==> src/saxfl_pkg.sv <==
package saxfl_pkg;
  localparam int DATA_W = 32;
  localparam int SEL_W = 4;
  // fault configuration word fields
  localparam int FLT_SOFT_OT_BIT = 0;
  localparam int FLT_DRV_CHK_BIT = 1;
  localparam int FLT_DRV_NC_BIT = 2;
  localparam logic [31:0] FLT_CFG_RESET = 32'h0000_0004;
  // polarity word fields
  localparam int POL_FDBK_BIT = 0;
  localparam int POL_SERVO_BIT = 1;
  localparam logic [31:0] POL_RESET = 32'h0000_0000;
  // status source encodings
  localparam logic [3:0] SEL_NONE = 4'h0;
  localparam logic [3:0] SEL_MAX = 4'hD;
  localparam int NUM_SRC = 14;
  // axis type and loop configuration encodings
  localparam logic [1:0] AXIS_UNUSED = 2'h0;
  localparam logic [1:0] AXIS_FDBK = 2'h1;
  localparam logic [1:0] AXIS_SERVO = 2'h2;
  localparam logic [3:0] LOOP_POS_SERVO = 4'h3;
  localparam logic [3:0] LOOP_VEL_SERVO = 4'h8;
  localparam logic DRIVE_TORQUE = 1'b0;
  localparam logic DRIVE_VELOCITY = 1'b1;
  // coarse update period in cycles of the 50 MHz clock
  localparam int CLK_HZ = 50_000_000;
  localparam int COARSE_US = 1000;
  localparam int COARSE_CYC = CLK_HZ / 1_000_000 * COARSE_US;
  typedef enum logic [1:0] {SAXFL_TOPO_OFF, SAXFL_TOPO_POS_TRQ, SAXFL_TOPO_VEL_TRQ,
    SAXFL_TOPO_POS_VEL} saxfl_topo_e;
endpackage

==> src/saxfl_axis.sv <==
`timescale 1ns/1ps
// Notes on behaviour
// - with hard overtravel enabled, sample limit inputs and fault on active input
// - hard overtravel checking off after reset; limits ignored while off
// - limit switch checking only for linear servo axes
// - one drive fault input per axis, watched only while its check enable is set
// - normally closed: drive holds input active; inactive input is a drive fault
// - normally closed is default; cleared sense makes active input the fault
// - two status selectors per axis, 0 none and 1 to 13 the listed sources
// - each selected source is sent with actual position every coarse update
// - unselected status values stay as a stale static copy
// - polarity bit 0 inverts encoder feedback sign
// - polarity bit 1 inverts servo output sign; bits 2 to 31 reserved
// - topology chosen from loop configuration and drive type together
// - position mode, torque drive: full position loop with both offsets
// - velocity mode, torque drive: planner velocity command plus both offsets
// - position mode, velocity drive: no inner velocity loop, torque offset ignored
// - offsets come from host settings and take effect at next update
// - commands and offsets refreshed once per coarse update, command from planner
// - fault word: soft overtravel bit 0, drive check bit 1, sense bit 2
// - drive type 0 torque, 1 velocity; velocity disables inner velocity loop
module saxfl_axis
  import saxfl_pkg::*;
#(
  parameter int COARSE_CYCLES = COARSE_CYC
) (
  input wire logic MCLK_IN,
  input wire logic RESET_N_IN,
  // host settings
  input wire logic HARD_OT_EN_IN,
  input wire logic LINEAR_AXIS_IN,
  input wire logic [1:0] AXIS_TYPE_IN,
  input wire logic [3:0] LOOP_CFG_IN,
  input wire logic DRIVE_TYPE_IN,
  input wire logic [saxfl_pkg::DATA_W-1:0] FAULT_CFG_IN,
  input wire logic [saxfl_pkg::DATA_W-1:0] INFO_SEL_A_IN,
  input wire logic [saxfl_pkg::DATA_W-1:0] INFO_SEL_B_IN,
  input wire logic [saxfl_pkg::DATA_W-1:0] POLARITY_IN,
  input wire logic [saxfl_pkg::DATA_W-1:0] VEL_OFFSET_IN,
  input wire logic [saxfl_pkg::DATA_W-1:0] TRQ_OFFSET_IN,
  // motion planner and loop signals
  input wire logic [saxfl_pkg::DATA_W-1:0] PLAN_POS_CMD_IN,
  input wire logic [saxfl_pkg::DATA_W-1:0] PLAN_VEL_CMD_IN,
  input wire logic [saxfl_pkg::DATA_W-1:0] ENCODER_POS_IN,
  input wire logic [saxfl_pkg::DATA_W-1:0] LOOP_OUTPUT_IN,
  input wire logic [saxfl_pkg::NUM_SRC*saxfl_pkg::DATA_W-1:0] STATUS_SRC_IN,
  // pins toward drive and switches
  input wire logic POS_LIMIT_IN,
  input wire logic NEG_LIMIT_IN,
  input wire logic DRIVE_FAULT_IN,
  // outputs
  output logic POS_HARD_OT_OUT,
  output logic NEG_HARD_OT_OUT,
  output logic DRIVE_FAULT_OUT,
  output logic UPDATE_OUT,
  output logic [saxfl_pkg::DATA_W-1:0] ACTUAL_POS_OUT,
  output logic [saxfl_pkg::DATA_W-1:0] INFO_A_OUT,
  output logic INFO_A_VALID_OUT,
  output logic [saxfl_pkg::DATA_W-1:0] INFO_B_OUT,
  output logic INFO_B_VALID_OUT,
  output logic [saxfl_pkg::DATA_W-1:0] SERVO_OUT,
  output logic [1:0] TOPOLOGY_OUT,
  output logic INNER_VEL_LOOP_OUT,
  output logic [saxfl_pkg::DATA_W-1:0] LOOP_POS_CMD_OUT,
  output logic [saxfl_pkg::DATA_W-1:0] LOOP_VEL_CMD_OUT,
  output logic [saxfl_pkg::DATA_W-1:0] LOOP_VEL_OFS_OUT,
  output logic [saxfl_pkg::DATA_W-1:0] LOOP_TRQ_OFS_OUT
);
  import saxfl_pkg::*;

  logic tick;
  logic [DATA_W-1:0] sel_a_val;
  logic [DATA_W-1:0] sel_b_val;
  logic sel_a_ok;
  logic sel_b_ok;
  logic drive_chk_en;
  logic drive_nc;
  logic drive_flt_next;
  logic limit_ok;
  saxfl_topo_e topo_next;

  // two's complement sign flip used for both polarity controls
  function automatic logic [DATA_W-1:0] flip(input logic [DATA_W-1:0] v, input logic inv);
    flip = inv ? (~v + 32'h1) : v;
  endfunction

  saxfl_tick #(
    .PERIOD(COARSE_CYCLES)
  ) u_tick (
    .clk_in(MCLK_IN),
    .rst_n_in(RESET_N_IN),
    .tick_out(tick)
  );

  saxfl_sel u_sel_a (
    .sel_in(INFO_SEL_A_IN[SEL_W-1:0]),
    .src_in(STATUS_SRC_IN),
    .val_out(sel_a_val),
    .valid_out(sel_a_ok)
  );

  saxfl_sel u_sel_b (
    .sel_in(INFO_SEL_B_IN[SEL_W-1:0]),
    .src_in(STATUS_SRC_IN),
    .val_out(sel_b_val),
    .valid_out(sel_b_ok)
  );

  // only the low nibble codes a source; higher bits make the code invalid
  logic sel_a_hi;
  logic sel_b_hi;
  assign sel_a_hi = |INFO_SEL_A_IN[DATA_W-1:SEL_W];
  assign sel_b_hi = |INFO_SEL_B_IN[DATA_W-1:SEL_W];

  // fault word decode
  assign drive_chk_en = FAULT_CFG_IN[FLT_DRV_CHK_BIT];
  assign drive_nc = FAULT_CFG_IN[FLT_DRV_NC_BIT];
  // limit checks apply to linear servo axes only
  assign limit_ok = HARD_OT_EN_IN && LINEAR_AXIS_IN && (AXIS_TYPE_IN == AXIS_SERVO);

  // normally closed: missing signal is the fault; open sense: present signal
  always_comb begin
    drive_flt_next = 1'b0;
    if (drive_chk_en) begin
      drive_flt_next = drive_nc ? !DRIVE_FAULT_IN : DRIVE_FAULT_IN;
    end
  end

  // hard overtravel sampled each coarse update; disabled check clears faults
  always_ff @(posedge MCLK_IN or negedge RESET_N_IN) begin
    if (!RESET_N_IN) begin
      POS_HARD_OT_OUT <= 1'b0;
      NEG_HARD_OT_OUT <= 1'b0;
    end else if (!limit_ok) begin
      POS_HARD_OT_OUT <= 1'b0;
      NEG_HARD_OT_OUT <= 1'b0;
    end else if (tick) begin
      POS_HARD_OT_OUT <= POS_LIMIT_IN;
      NEG_HARD_OT_OUT <= NEG_LIMIT_IN;
    end
  end

  // drive fault watched every cycle, a short drop-out is caught too
  always_ff @(posedge MCLK_IN or negedge RESET_N_IN) begin
    if (!RESET_N_IN) begin
      DRIVE_FAULT_OUT <= 1'b0;
    end else begin
      DRIVE_FAULT_OUT <= drive_flt_next;
    end
  end

  // topology from loop configuration and drive type
  always_comb begin
    topo_next = SAXFL_TOPO_OFF;
    if (AXIS_TYPE_IN == AXIS_SERVO) begin
      case (LOOP_CFG_IN)
        LOOP_POS_SERVO: begin
          topo_next = (DRIVE_TYPE_IN == DRIVE_VELOCITY) ? SAXFL_TOPO_POS_VEL
                                                       : SAXFL_TOPO_POS_TRQ;
        end
        LOOP_VEL_SERVO: begin
          topo_next = (DRIVE_TYPE_IN == DRIVE_TORQUE) ? SAXFL_TOPO_VEL_TRQ
                                                     : SAXFL_TOPO_OFF;
        end
        default: begin
          topo_next = SAXFL_TOPO_OFF;
        end
      endcase
    end
  end

  // topology and inner loop enable follow settings directly
  always_ff @(posedge MCLK_IN or negedge RESET_N_IN) begin
    if (!RESET_N_IN) begin
      TOPOLOGY_OUT <= 2'h0;
      INNER_VEL_LOOP_OUT <= 1'b0;
    end else begin
      TOPOLOGY_OUT <= topo_next;
      INNER_VEL_LOOP_OUT <= (DRIVE_TYPE_IN == DRIVE_TORQUE) &&
                            (topo_next != SAXFL_TOPO_OFF);
    end
  end

  // loop inputs latched once per coarse update so a host write lands next update
  always_ff @(posedge MCLK_IN or negedge RESET_N_IN) begin
    if (!RESET_N_IN) begin
      LOOP_POS_CMD_OUT <= '0;
      LOOP_VEL_CMD_OUT <= '0;
      LOOP_VEL_OFS_OUT <= '0;
      LOOP_TRQ_OFS_OUT <= '0;
    end else if (tick) begin
      LOOP_VEL_OFS_OUT <= VEL_OFFSET_IN;
      case (topo_next)
        SAXFL_TOPO_POS_TRQ: begin
          LOOP_POS_CMD_OUT <= PLAN_POS_CMD_IN;
          LOOP_VEL_CMD_OUT <= '0;
          LOOP_TRQ_OFS_OUT <= TRQ_OFFSET_IN;
        end
        SAXFL_TOPO_VEL_TRQ: begin
          LOOP_POS_CMD_OUT <= '0;
          LOOP_VEL_CMD_OUT <= PLAN_VEL_CMD_IN;
          LOOP_TRQ_OFS_OUT <= TRQ_OFFSET_IN;
        end
        SAXFL_TOPO_POS_VEL: begin
          LOOP_POS_CMD_OUT <= PLAN_POS_CMD_IN;
          LOOP_VEL_CMD_OUT <= '0;
          LOOP_TRQ_OFS_OUT <= '0;
        end
        default: begin
          LOOP_POS_CMD_OUT <= '0;
          LOOP_VEL_CMD_OUT <= '0;
          LOOP_TRQ_OFS_OUT <= '0;
        end
      endcase
    end
  end

  // servo output polarity applied every cycle, it drives the amplifier
  always_ff @(posedge MCLK_IN or negedge RESET_N_IN) begin
    if (!RESET_N_IN) begin
      SERVO_OUT <= '0;
    end else begin
      SERVO_OUT <= flip(LOOP_OUTPUT_IN, POLARITY_IN[POL_SERVO_BIT]);
    end
  end

  // periodic packet: position plus selected status, values held between ticks
  always_ff @(posedge MCLK_IN or negedge RESET_N_IN) begin
    if (!RESET_N_IN) begin
      UPDATE_OUT <= 1'b0;
      ACTUAL_POS_OUT <= '0;
      INFO_A_OUT <= '0;
      INFO_A_VALID_OUT <= 1'b0;
      INFO_B_OUT <= '0;
      INFO_B_VALID_OUT <= 1'b0;
    end else begin
      UPDATE_OUT <= tick;
      if (tick) begin
        ACTUAL_POS_OUT <= flip(ENCODER_POS_IN, POLARITY_IN[POL_FDBK_BIT]);
        INFO_A_VALID_OUT <= sel_a_ok && !sel_a_hi;
        INFO_B_VALID_OUT <= sel_b_ok && !sel_b_hi;
        // unselected channel keeps its last value as a stale copy
        if (sel_a_ok && !sel_a_hi) begin
          INFO_A_OUT <= sel_a_val;
        end
        if (sel_b_ok && !sel_b_hi) begin
          INFO_B_OUT <= sel_b_val;
        end
      end
    end
  end

  // hard overtravel: cleared while off, sampled on a tick, held between ticks
  a_limit_off_quiet: assert property (@(posedge MCLK_IN) disable iff (!RESET_N_IN)
    !limit_ok |=> !POS_HARD_OT_OUT && !NEG_HARD_OT_OUT)
    else $error("hard overtravel fault while checking off");
  a_limit_sampled: assert property (@(posedge MCLK_IN) disable iff (!RESET_N_IN)
    tick && limit_ok |=> POS_HARD_OT_OUT == $past(POS_LIMIT_IN))
    else $error("positive limit not sampled");
  a_neg_sampled: assert property (@(posedge MCLK_IN) disable iff (!RESET_N_IN)
    tick && limit_ok |=> NEG_HARD_OT_OUT == $past(NEG_LIMIT_IN))
    else $error("negative limit not sampled");
  a_pos_held: assert property (@(posedge MCLK_IN) disable iff (!RESET_N_IN)
    limit_ok && !tick |=> $stable(POS_HARD_OT_OUT) && $stable(NEG_HARD_OT_OUT))
    else $error("hard overtravel changed between updates");
  a_nonlinear_quiet: assert property (@(posedge MCLK_IN) disable iff (!RESET_N_IN)
    !LINEAR_AXIS_IN |=> !NEG_HARD_OT_OUT)
    else $error("overtravel on non-linear axis");
  a_servo_axis_only: assert property (@(posedge MCLK_IN) disable iff (!RESET_N_IN)
    AXIS_TYPE_IN != AXIS_SERVO |=> !POS_HARD_OT_OUT && !NEG_HARD_OT_OUT)
    else $error("overtravel on non-servo axis");
  // drive fault sense, both contact types, both input levels
  a_drive_nc_fault: assert property (@(posedge MCLK_IN) disable iff (!RESET_N_IN)
    drive_chk_en && drive_nc && !DRIVE_FAULT_IN |=> DRIVE_FAULT_OUT)
    else $error("normally closed drive fault missed");
  a_drive_nc_healthy: assert property (@(posedge MCLK_IN) disable iff (!RESET_N_IN)
    drive_chk_en && drive_nc && DRIVE_FAULT_IN |=> !DRIVE_FAULT_OUT)
    else $error("normally closed healthy drive faulted");
  a_drive_no_fault: assert property (@(posedge MCLK_IN) disable iff (!RESET_N_IN)
    drive_chk_en && !drive_nc && !DRIVE_FAULT_IN |=> !DRIVE_FAULT_OUT)
    else $error("inverted sense fault wrong");
  a_drive_inv_fault: assert property (@(posedge MCLK_IN) disable iff (!RESET_N_IN)
    drive_chk_en && !drive_nc && DRIVE_FAULT_IN |=> DRIVE_FAULT_OUT)
    else $error("inverted sense fault missed");
  a_drive_check_off: assert property (@(posedge MCLK_IN) disable iff (!RESET_N_IN)
    !drive_chk_en |=> !DRIVE_FAULT_OUT)
    else $error("drive fault while checking off");
  // periodic packet, selection decode and stale copies
  a_update_period: assert property (@(posedge MCLK_IN) disable iff (!RESET_N_IN)
    UPDATE_OUT |=> !UPDATE_OUT)
    else $error("update pulse too long");
  a_update_tick: assert property (@(posedge MCLK_IN) disable iff (!RESET_N_IN)
    tick |=> UPDATE_OUT)
    else $error("update pulse missing after tick");
  a_info_stale: assert property (@(posedge MCLK_IN) disable iff (!RESET_N_IN)
    !tick |=> $stable(INFO_A_OUT) && $stable(ACTUAL_POS_OUT))
    else $error("status changed between updates");
  a_info_b_stale: assert property (@(posedge MCLK_IN) disable iff (!RESET_N_IN)
    !tick |=> $stable(INFO_B_OUT) && $stable(INFO_A_VALID_OUT) && $stable(INFO_B_VALID_OUT))
    else $error("second status changed between updates");
  a_info_a_sent: assert property (@(posedge MCLK_IN) disable iff (!RESET_N_IN)
    tick && INFO_SEL_A_IN <= 32'(SEL_MAX) && INFO_SEL_A_IN != 32'(SEL_NONE)
    |=> INFO_A_VALID_OUT)
    else $error("selected status not flagged valid");
  a_info_a_value: assert property (@(posedge MCLK_IN) disable iff (!RESET_N_IN)
    tick && INFO_SEL_A_IN == 32'h1 |=> INFO_A_OUT == $past(STATUS_SRC_IN[2*DATA_W-1:DATA_W]))
    else $error("selected status value not sent");
  a_info_none: assert property (@(posedge MCLK_IN) disable iff (!RESET_N_IN)
    tick && INFO_SEL_A_IN == '0 |=> !INFO_A_VALID_OUT)
    else $error("status sent with none selected");
  a_info_a_range: assert property (@(posedge MCLK_IN) disable iff (!RESET_N_IN)
    tick && INFO_SEL_A_IN > 32'(SEL_MAX) |=> !INFO_A_VALID_OUT)
    else $error("out of range selector sent status");
  a_info_b_range: assert property (@(posedge MCLK_IN) disable iff (!RESET_N_IN)
    tick && INFO_SEL_B_IN > 32'(SEL_MAX) |=> !INFO_B_VALID_OUT)
    else $error("out of range second selector sent status");
  // polarity of feedback and servo output
  a_feedback_flip: assert property (@(posedge MCLK_IN) disable iff (!RESET_N_IN)
    tick && POLARITY_IN[POL_FDBK_BIT] |=> ACTUAL_POS_OUT == ~$past(ENCODER_POS_IN) + 32'h1)
    else $error("feedback polarity not inverted");
  a_servo_flip: assert property (@(posedge MCLK_IN) disable iff (!RESET_N_IN)
    POLARITY_IN[POL_SERVO_BIT] |=> SERVO_OUT == ~$past(LOOP_OUTPUT_IN) + 32'h1)
    else $error("servo polarity not inverted");
  a_servo_plain: assert property (@(posedge MCLK_IN) disable iff (!RESET_N_IN)
    !POLARITY_IN[POL_SERVO_BIT] |=> SERVO_OUT == $past(LOOP_OUTPUT_IN))
    else $error("servo output inverted while polarity clear");
  // topology selection and the loop inputs latched on each tick
  a_topo_pos_trq: assert property (@(posedge MCLK_IN) disable iff (!RESET_N_IN)
    AXIS_TYPE_IN == AXIS_SERVO && LOOP_CFG_IN == LOOP_POS_SERVO &&
    DRIVE_TYPE_IN == DRIVE_TORQUE |=> TOPOLOGY_OUT == SAXFL_TOPO_POS_TRQ)
    else $error("position torque topology not chosen");
  a_topo_vel_vel: assert property (@(posedge MCLK_IN) disable iff (!RESET_N_IN)
    AXIS_TYPE_IN == AXIS_SERVO && LOOP_CFG_IN == LOOP_VEL_SERVO &&
    DRIVE_TYPE_IN == DRIVE_VELOCITY |=> TOPOLOGY_OUT == SAXFL_TOPO_OFF)
    else $error("unsupported topology not off");
  a_inner_off_vel: assert property (@(posedge MCLK_IN) disable iff (!RESET_N_IN)
    DRIVE_TYPE_IN == DRIVE_VELOCITY |=> !INNER_VEL_LOOP_OUT)
    else $error("inner velocity loop with velocity drive");
  a_pos_cmd_taken: assert property (@(posedge MCLK_IN) disable iff (!RESET_N_IN)
    tick && topo_next == SAXFL_TOPO_POS_TRQ |=> LOOP_POS_CMD_OUT == $past(PLAN_POS_CMD_IN)
    && LOOP_TRQ_OFS_OUT == $past(TRQ_OFFSET_IN))
    else $error("position loop inputs not taken");
  a_vel_cmd_taken: assert property (@(posedge MCLK_IN) disable iff (!RESET_N_IN)
    tick && topo_next == SAXFL_TOPO_VEL_TRQ |=> LOOP_VEL_CMD_OUT == $past(PLAN_VEL_CMD_IN))
    else $error("planner velocity command not taken");
  a_vel_drive_trq: assert property (@(posedge MCLK_IN) disable iff (!RESET_N_IN)
    tick && topo_next == SAXFL_TOPO_POS_VEL |=> LOOP_TRQ_OFS_OUT == '0)
    else $error("torque offset used with velocity drive");
  a_offset_taken: assert property (@(posedge MCLK_IN) disable iff (!RESET_N_IN)
    tick |=> LOOP_VEL_OFS_OUT == $past(VEL_OFFSET_IN))
    else $error("velocity offset not refreshed");
  a_loop_held: assert property (@(posedge MCLK_IN) disable iff (!RESET_N_IN)
    !tick |=> $stable(LOOP_POS_CMD_OUT) && $stable(LOOP_VEL_CMD_OUT) &&
    $stable(LOOP_VEL_OFS_OUT) && $stable(LOOP_TRQ_OFS_OUT))
    else $error("loop inputs changed between updates");
endmodule

==> src/saxfl_tick.sv <==
`timescale 1ns/1ps
// one-cycle pulse every PERIOD cycles
module saxfl_tick #(
  parameter int PERIOD = 50000
) (
  input wire logic clk_in,
  input wire logic rst_n_in,
  output logic tick_out
);
  logic [31:0] cnt_reg;

  // free-running divider; the pulse marks each coarse update
  always_ff @(posedge clk_in or negedge rst_n_in) begin
    if (!rst_n_in) begin
      cnt_reg <= 32'h0;
      tick_out <= 1'b0;
    end else if (cnt_reg == 32'(PERIOD - 1)) begin
      cnt_reg <= 32'h0;
      tick_out <= 1'b1;
    end else begin
      cnt_reg <= cnt_reg + 32'h1;
      tick_out <= 1'b0;
    end
  end

  a_tick_spacing: assert property (@(posedge clk_in) disable iff (!rst_n_in)
    tick_out |=> !tick_out)
    else $error("tick pulse longer than one cycle");
endmodule

==> src/saxfl_sel.sv <==
`timescale 1ns/1ps
// picks one status source by its selection code
module saxfl_sel
  import saxfl_pkg::*;
(
  input wire logic [SEL_W-1:0] sel_in,
  input wire logic [NUM_SRC*DATA_W-1:0] src_in,
  output logic [DATA_W-1:0] val_out,
  output logic valid_out
);
  // out-of-range codes behave as none so nothing is sent
  always_comb begin
    val_out = '0;
    valid_out = 1'b0;
    if (sel_in != SEL_NONE && sel_in <= SEL_MAX) begin
      val_out = src_in[sel_in*DATA_W +: DATA_W];
      valid_out = 1'b1;
    end
  end
endmodule

==> config.mk <==
export PLATFORM = sky130hd
export DESIGN_NAME = saxfl_axis
export DESIGN_NICKNAME = d
export VERILOG_FILES = /design/src/saxfl_pkg.sv /design/src/saxfl_axis.sv /design/src/saxfl_tick.sv /design/src/saxfl_sel.sv
export SDC_FILE = /design/constraint.sdc
export NUM_CORES = 1
export LEC_CHECK = 0
export BUFFER_PORTS_ARGS = -buffer_cell sky130_fd_sc_hd__buf_2
export CAP_MARGIN = 20
export CORE_AREA = 2 2 404 406
export CTS_CLUSTER_SIZE = 30
export DETAILED_ROUTE_END_ITERATION = 12
export DIE_AREA = 0 0 406 408
export SLEW_MARGIN = 20
export SYNTH_ARGS = -nofsm -noshare
export SYNTH_HDL_FRONTEND = slang
export SYNTH_SLANG_ARGS = --single-unit
==> constraint.sdc <==
create_clock -name MCLK_IN -period 3.9 [get_ports MCLK_IN]
set_input_delay 0.585 -clock MCLK_IN [delete_from_list [all_inputs] [get_ports MCLK_IN]]
set_output_delay 0.585 -clock MCLK_IN [all_outputs]
set_load 0.02 [all_outputs]
==> out/metrics.csv <==
metric,value,unit
async_flop_share,100,%
ys_seq_area_share,38.4,%
pin_count,1047,
worstPathMaxFanout,33,
routed_wl,130000,um
worstSetupPathType,reg2reg,
clk_pin_slew,0.06,ns
drt_iter0_markers,1809,
min_period,2.58,ns
die-area,166000,um2
gp_congestion,0.957,
slowest_delay,0.68,ns
rsz0062_at_grt,no,
cpMaxStageDelayCell,dfrtp_4,
dp.final_hpwl,108000,um
grt.total_usage,15.0,%
skew,0.0405,ns
tightest_slew,0.833,ns
end_kind,flip-flop,
antenna_found_initial,173,
area.growth.synth_to_final,48.6,%
startpoint_type,flip-flop,
cts_tree,done,
syn_area,19400,um2
finalMaxSlewViolations,0,
drc,0,
ys_warn_count,0,
synthCells,1615,
nets,3352,
use_met3,7.31,%
cp.required,4.41,ns
top_usage_layer,met2,
hold_ws,0.148,ns
clock_latency,0.64,ns
synth_area_per_cell,12.0,um2
yosys_most_used_dff,dfrtp_1,
vdd_drop_max,307,uV
coreArea,162000,um2
clock_sinks,298,
cts_inserted_buffers,44,
drt-vias-per-instance,4.05,
holdCritPathClass,in2reg,
power,0.00924,W
tns,0,ns
grt_max_degree,159,
relSlewSlack,42.8,%
routedWlPerCell,26.9,um
setup_violations,0,
arrival,3.09,ns
first_pass_iters,7,
cts_root_buf,clkbuf_16,
dieWidth,406,um
antenna_left,0,
finalCritPeriodShare,66.2,%
hold_viol,0,
clockBufferDepth,3,
port_buffers,986,
grt_pass1_vias,19400,
htreeDepth,2,
yosysUniqueCellTypes,49,
fp.dieH,408,um
drv_cap,0,
start_util,12.0,%
powerDensity,320,nW/um2
vias,19600,
status,completed,
grt_pass1_wl,169000,um
leakage,12.9,nW
timing.fmax,387,MHz
synth_edf_count,0,
ys_seq_elements,298,
grt_overflow_total,0,
drive_above_1_share,55.5,%
synth_nets,2402,
grtUsageMet1,16.7,%
grtUsageMet2,24.2,%
crit_path_cell_trace,inv_2 -> nor4_1 -> nand4_1 -> nor3_2 -> buf_12 -> mux2_2,
final_util,17.9,%
rows,148,
## cell usage in the layout (no fill, tap or decap), types with 6 or more instances in the layout
master     instances
o221ai_1          48
buf_12            14
dfrtp_1          297
nand2_1          111
nor2_1            71
nand3_1           81
xnor2_1           54
inv_1             72
mux2i_1          115
a21oi_1           31
buf_4             41
o2bb2ai_1         32
clkbuf_8           8
o31ai_1           16
buf_2            980
mux4_2           208
nand4_1           12
mux2_2            98
clkbuf_16         44
nor3_1             9
diode_2           61
o21ai_0           79
clkbuf_1           6
xor2_1            36
nor4_1            23
o41ai_1           17
## cell families (layout without fill, tap and decap cells)
kind of cell,after synthesis,after routing,synth area share [%]
AOI/OAI and AO/OA,231,231,8.25
xor gates and xnor gates,90,90,4.06
adders and majority gates,5,5,0.322
buffers and inverters,209,1193,4.19
DFF,298,298,38.4
muxes,421,421,35.7
other,0,61,0
and+or+nand+nor,361,361,9.06
## worst paths after layout
kind | cells after the start | startpoint | slack, ns | end
hold / removal | 1 | LOOP_OUTPUT_IN[0] | 0.15 | SERVO_OUT[0]
setup reg to reg | 6 | u_tick.tick_out | 1.32 | INFO_B_OUT[25]
hold reg to reg | 1 | u_tick.cnt_reg[31] | 0.48 | u_tick.cnt_reg[31]
min in group asynchronous | 2 | RESET_N_IN | 0.52 | INFO_B_OUT[16]
max in group asynchronous | 3 | RESET_N_IN | 2.29 | ACTUAL_POS_OUT[6]
setup / recovery | 6 | u_tick.tick_out | 1.32 | INFO_B_OUT[25]
## area by class of cell
class	count	area, um2
sequential	298	7460
clock inverter	22	297
timing repair buffer	1040	5560
antenna	61	153
clock buffer	58	1230
multi-input combinational	1108	11200
fill	18000	133000
inverter	73	274
tap	2175	2720
## critical path, delay by kind of cell, from the launching register on
family,cells,cell delay [ns]
DFF,1,0.68
muxes,1,0.38
and+or+nand+nor,3,0.79
buffers and inverters,2,0.46
## where the power goes
| group | switching, W | leakage [nW] | internal [W] |
|---|---|---|---|
| registers | 0.0000100 | 3.59 | 0.00313 |
| clock network | 0.00181 | 0.739 | 0.00252 |
| logic | 0.000932 | 8.58 | 0.000837 |
## cell usage after synthesis (36+ instances only)
cell type  count  area [um2]
dfrtp_1      298        7460
mux4_2       208        4680
mux2i_1      115        1150
nand2_1      111         417
mux2_2        98        1100
clkbuf_1      90         338
nand3_1       81         405
o21ai_0       79         395
inv_1         73         274
nor2_1        71         267
xnor2_1       54         473
o221ai_1      48         420
xor2_1        36         315
## stage by stage
stage	setup slack (ns)	instances	instance area [um2]
after global routing	1.20	4809	28800
final	1.32	4835	28900
after detailed placement	0.842	4693	27200
after global placement	0.861	4693	27200
after floorplan	1.21	1615	19400
after CTS	1.31	4774	28700
## routing by layer
layer,vias to the layer above,wire [um]
met5,-,500
met4,76,6200
met3,382,16300
met2,1313,59400
met1,9617,47500
li1,8201,-
## repair_timing
action | CTS | global route
gates resized for setup | 0 | 0
hold buffers | 1 | 0
setup buffers | 0 | 0
endpoints found under the hold margin | 35 | 0
setup endpoints to repair | 0 | 0
Power figures use the tool's default switching activity.
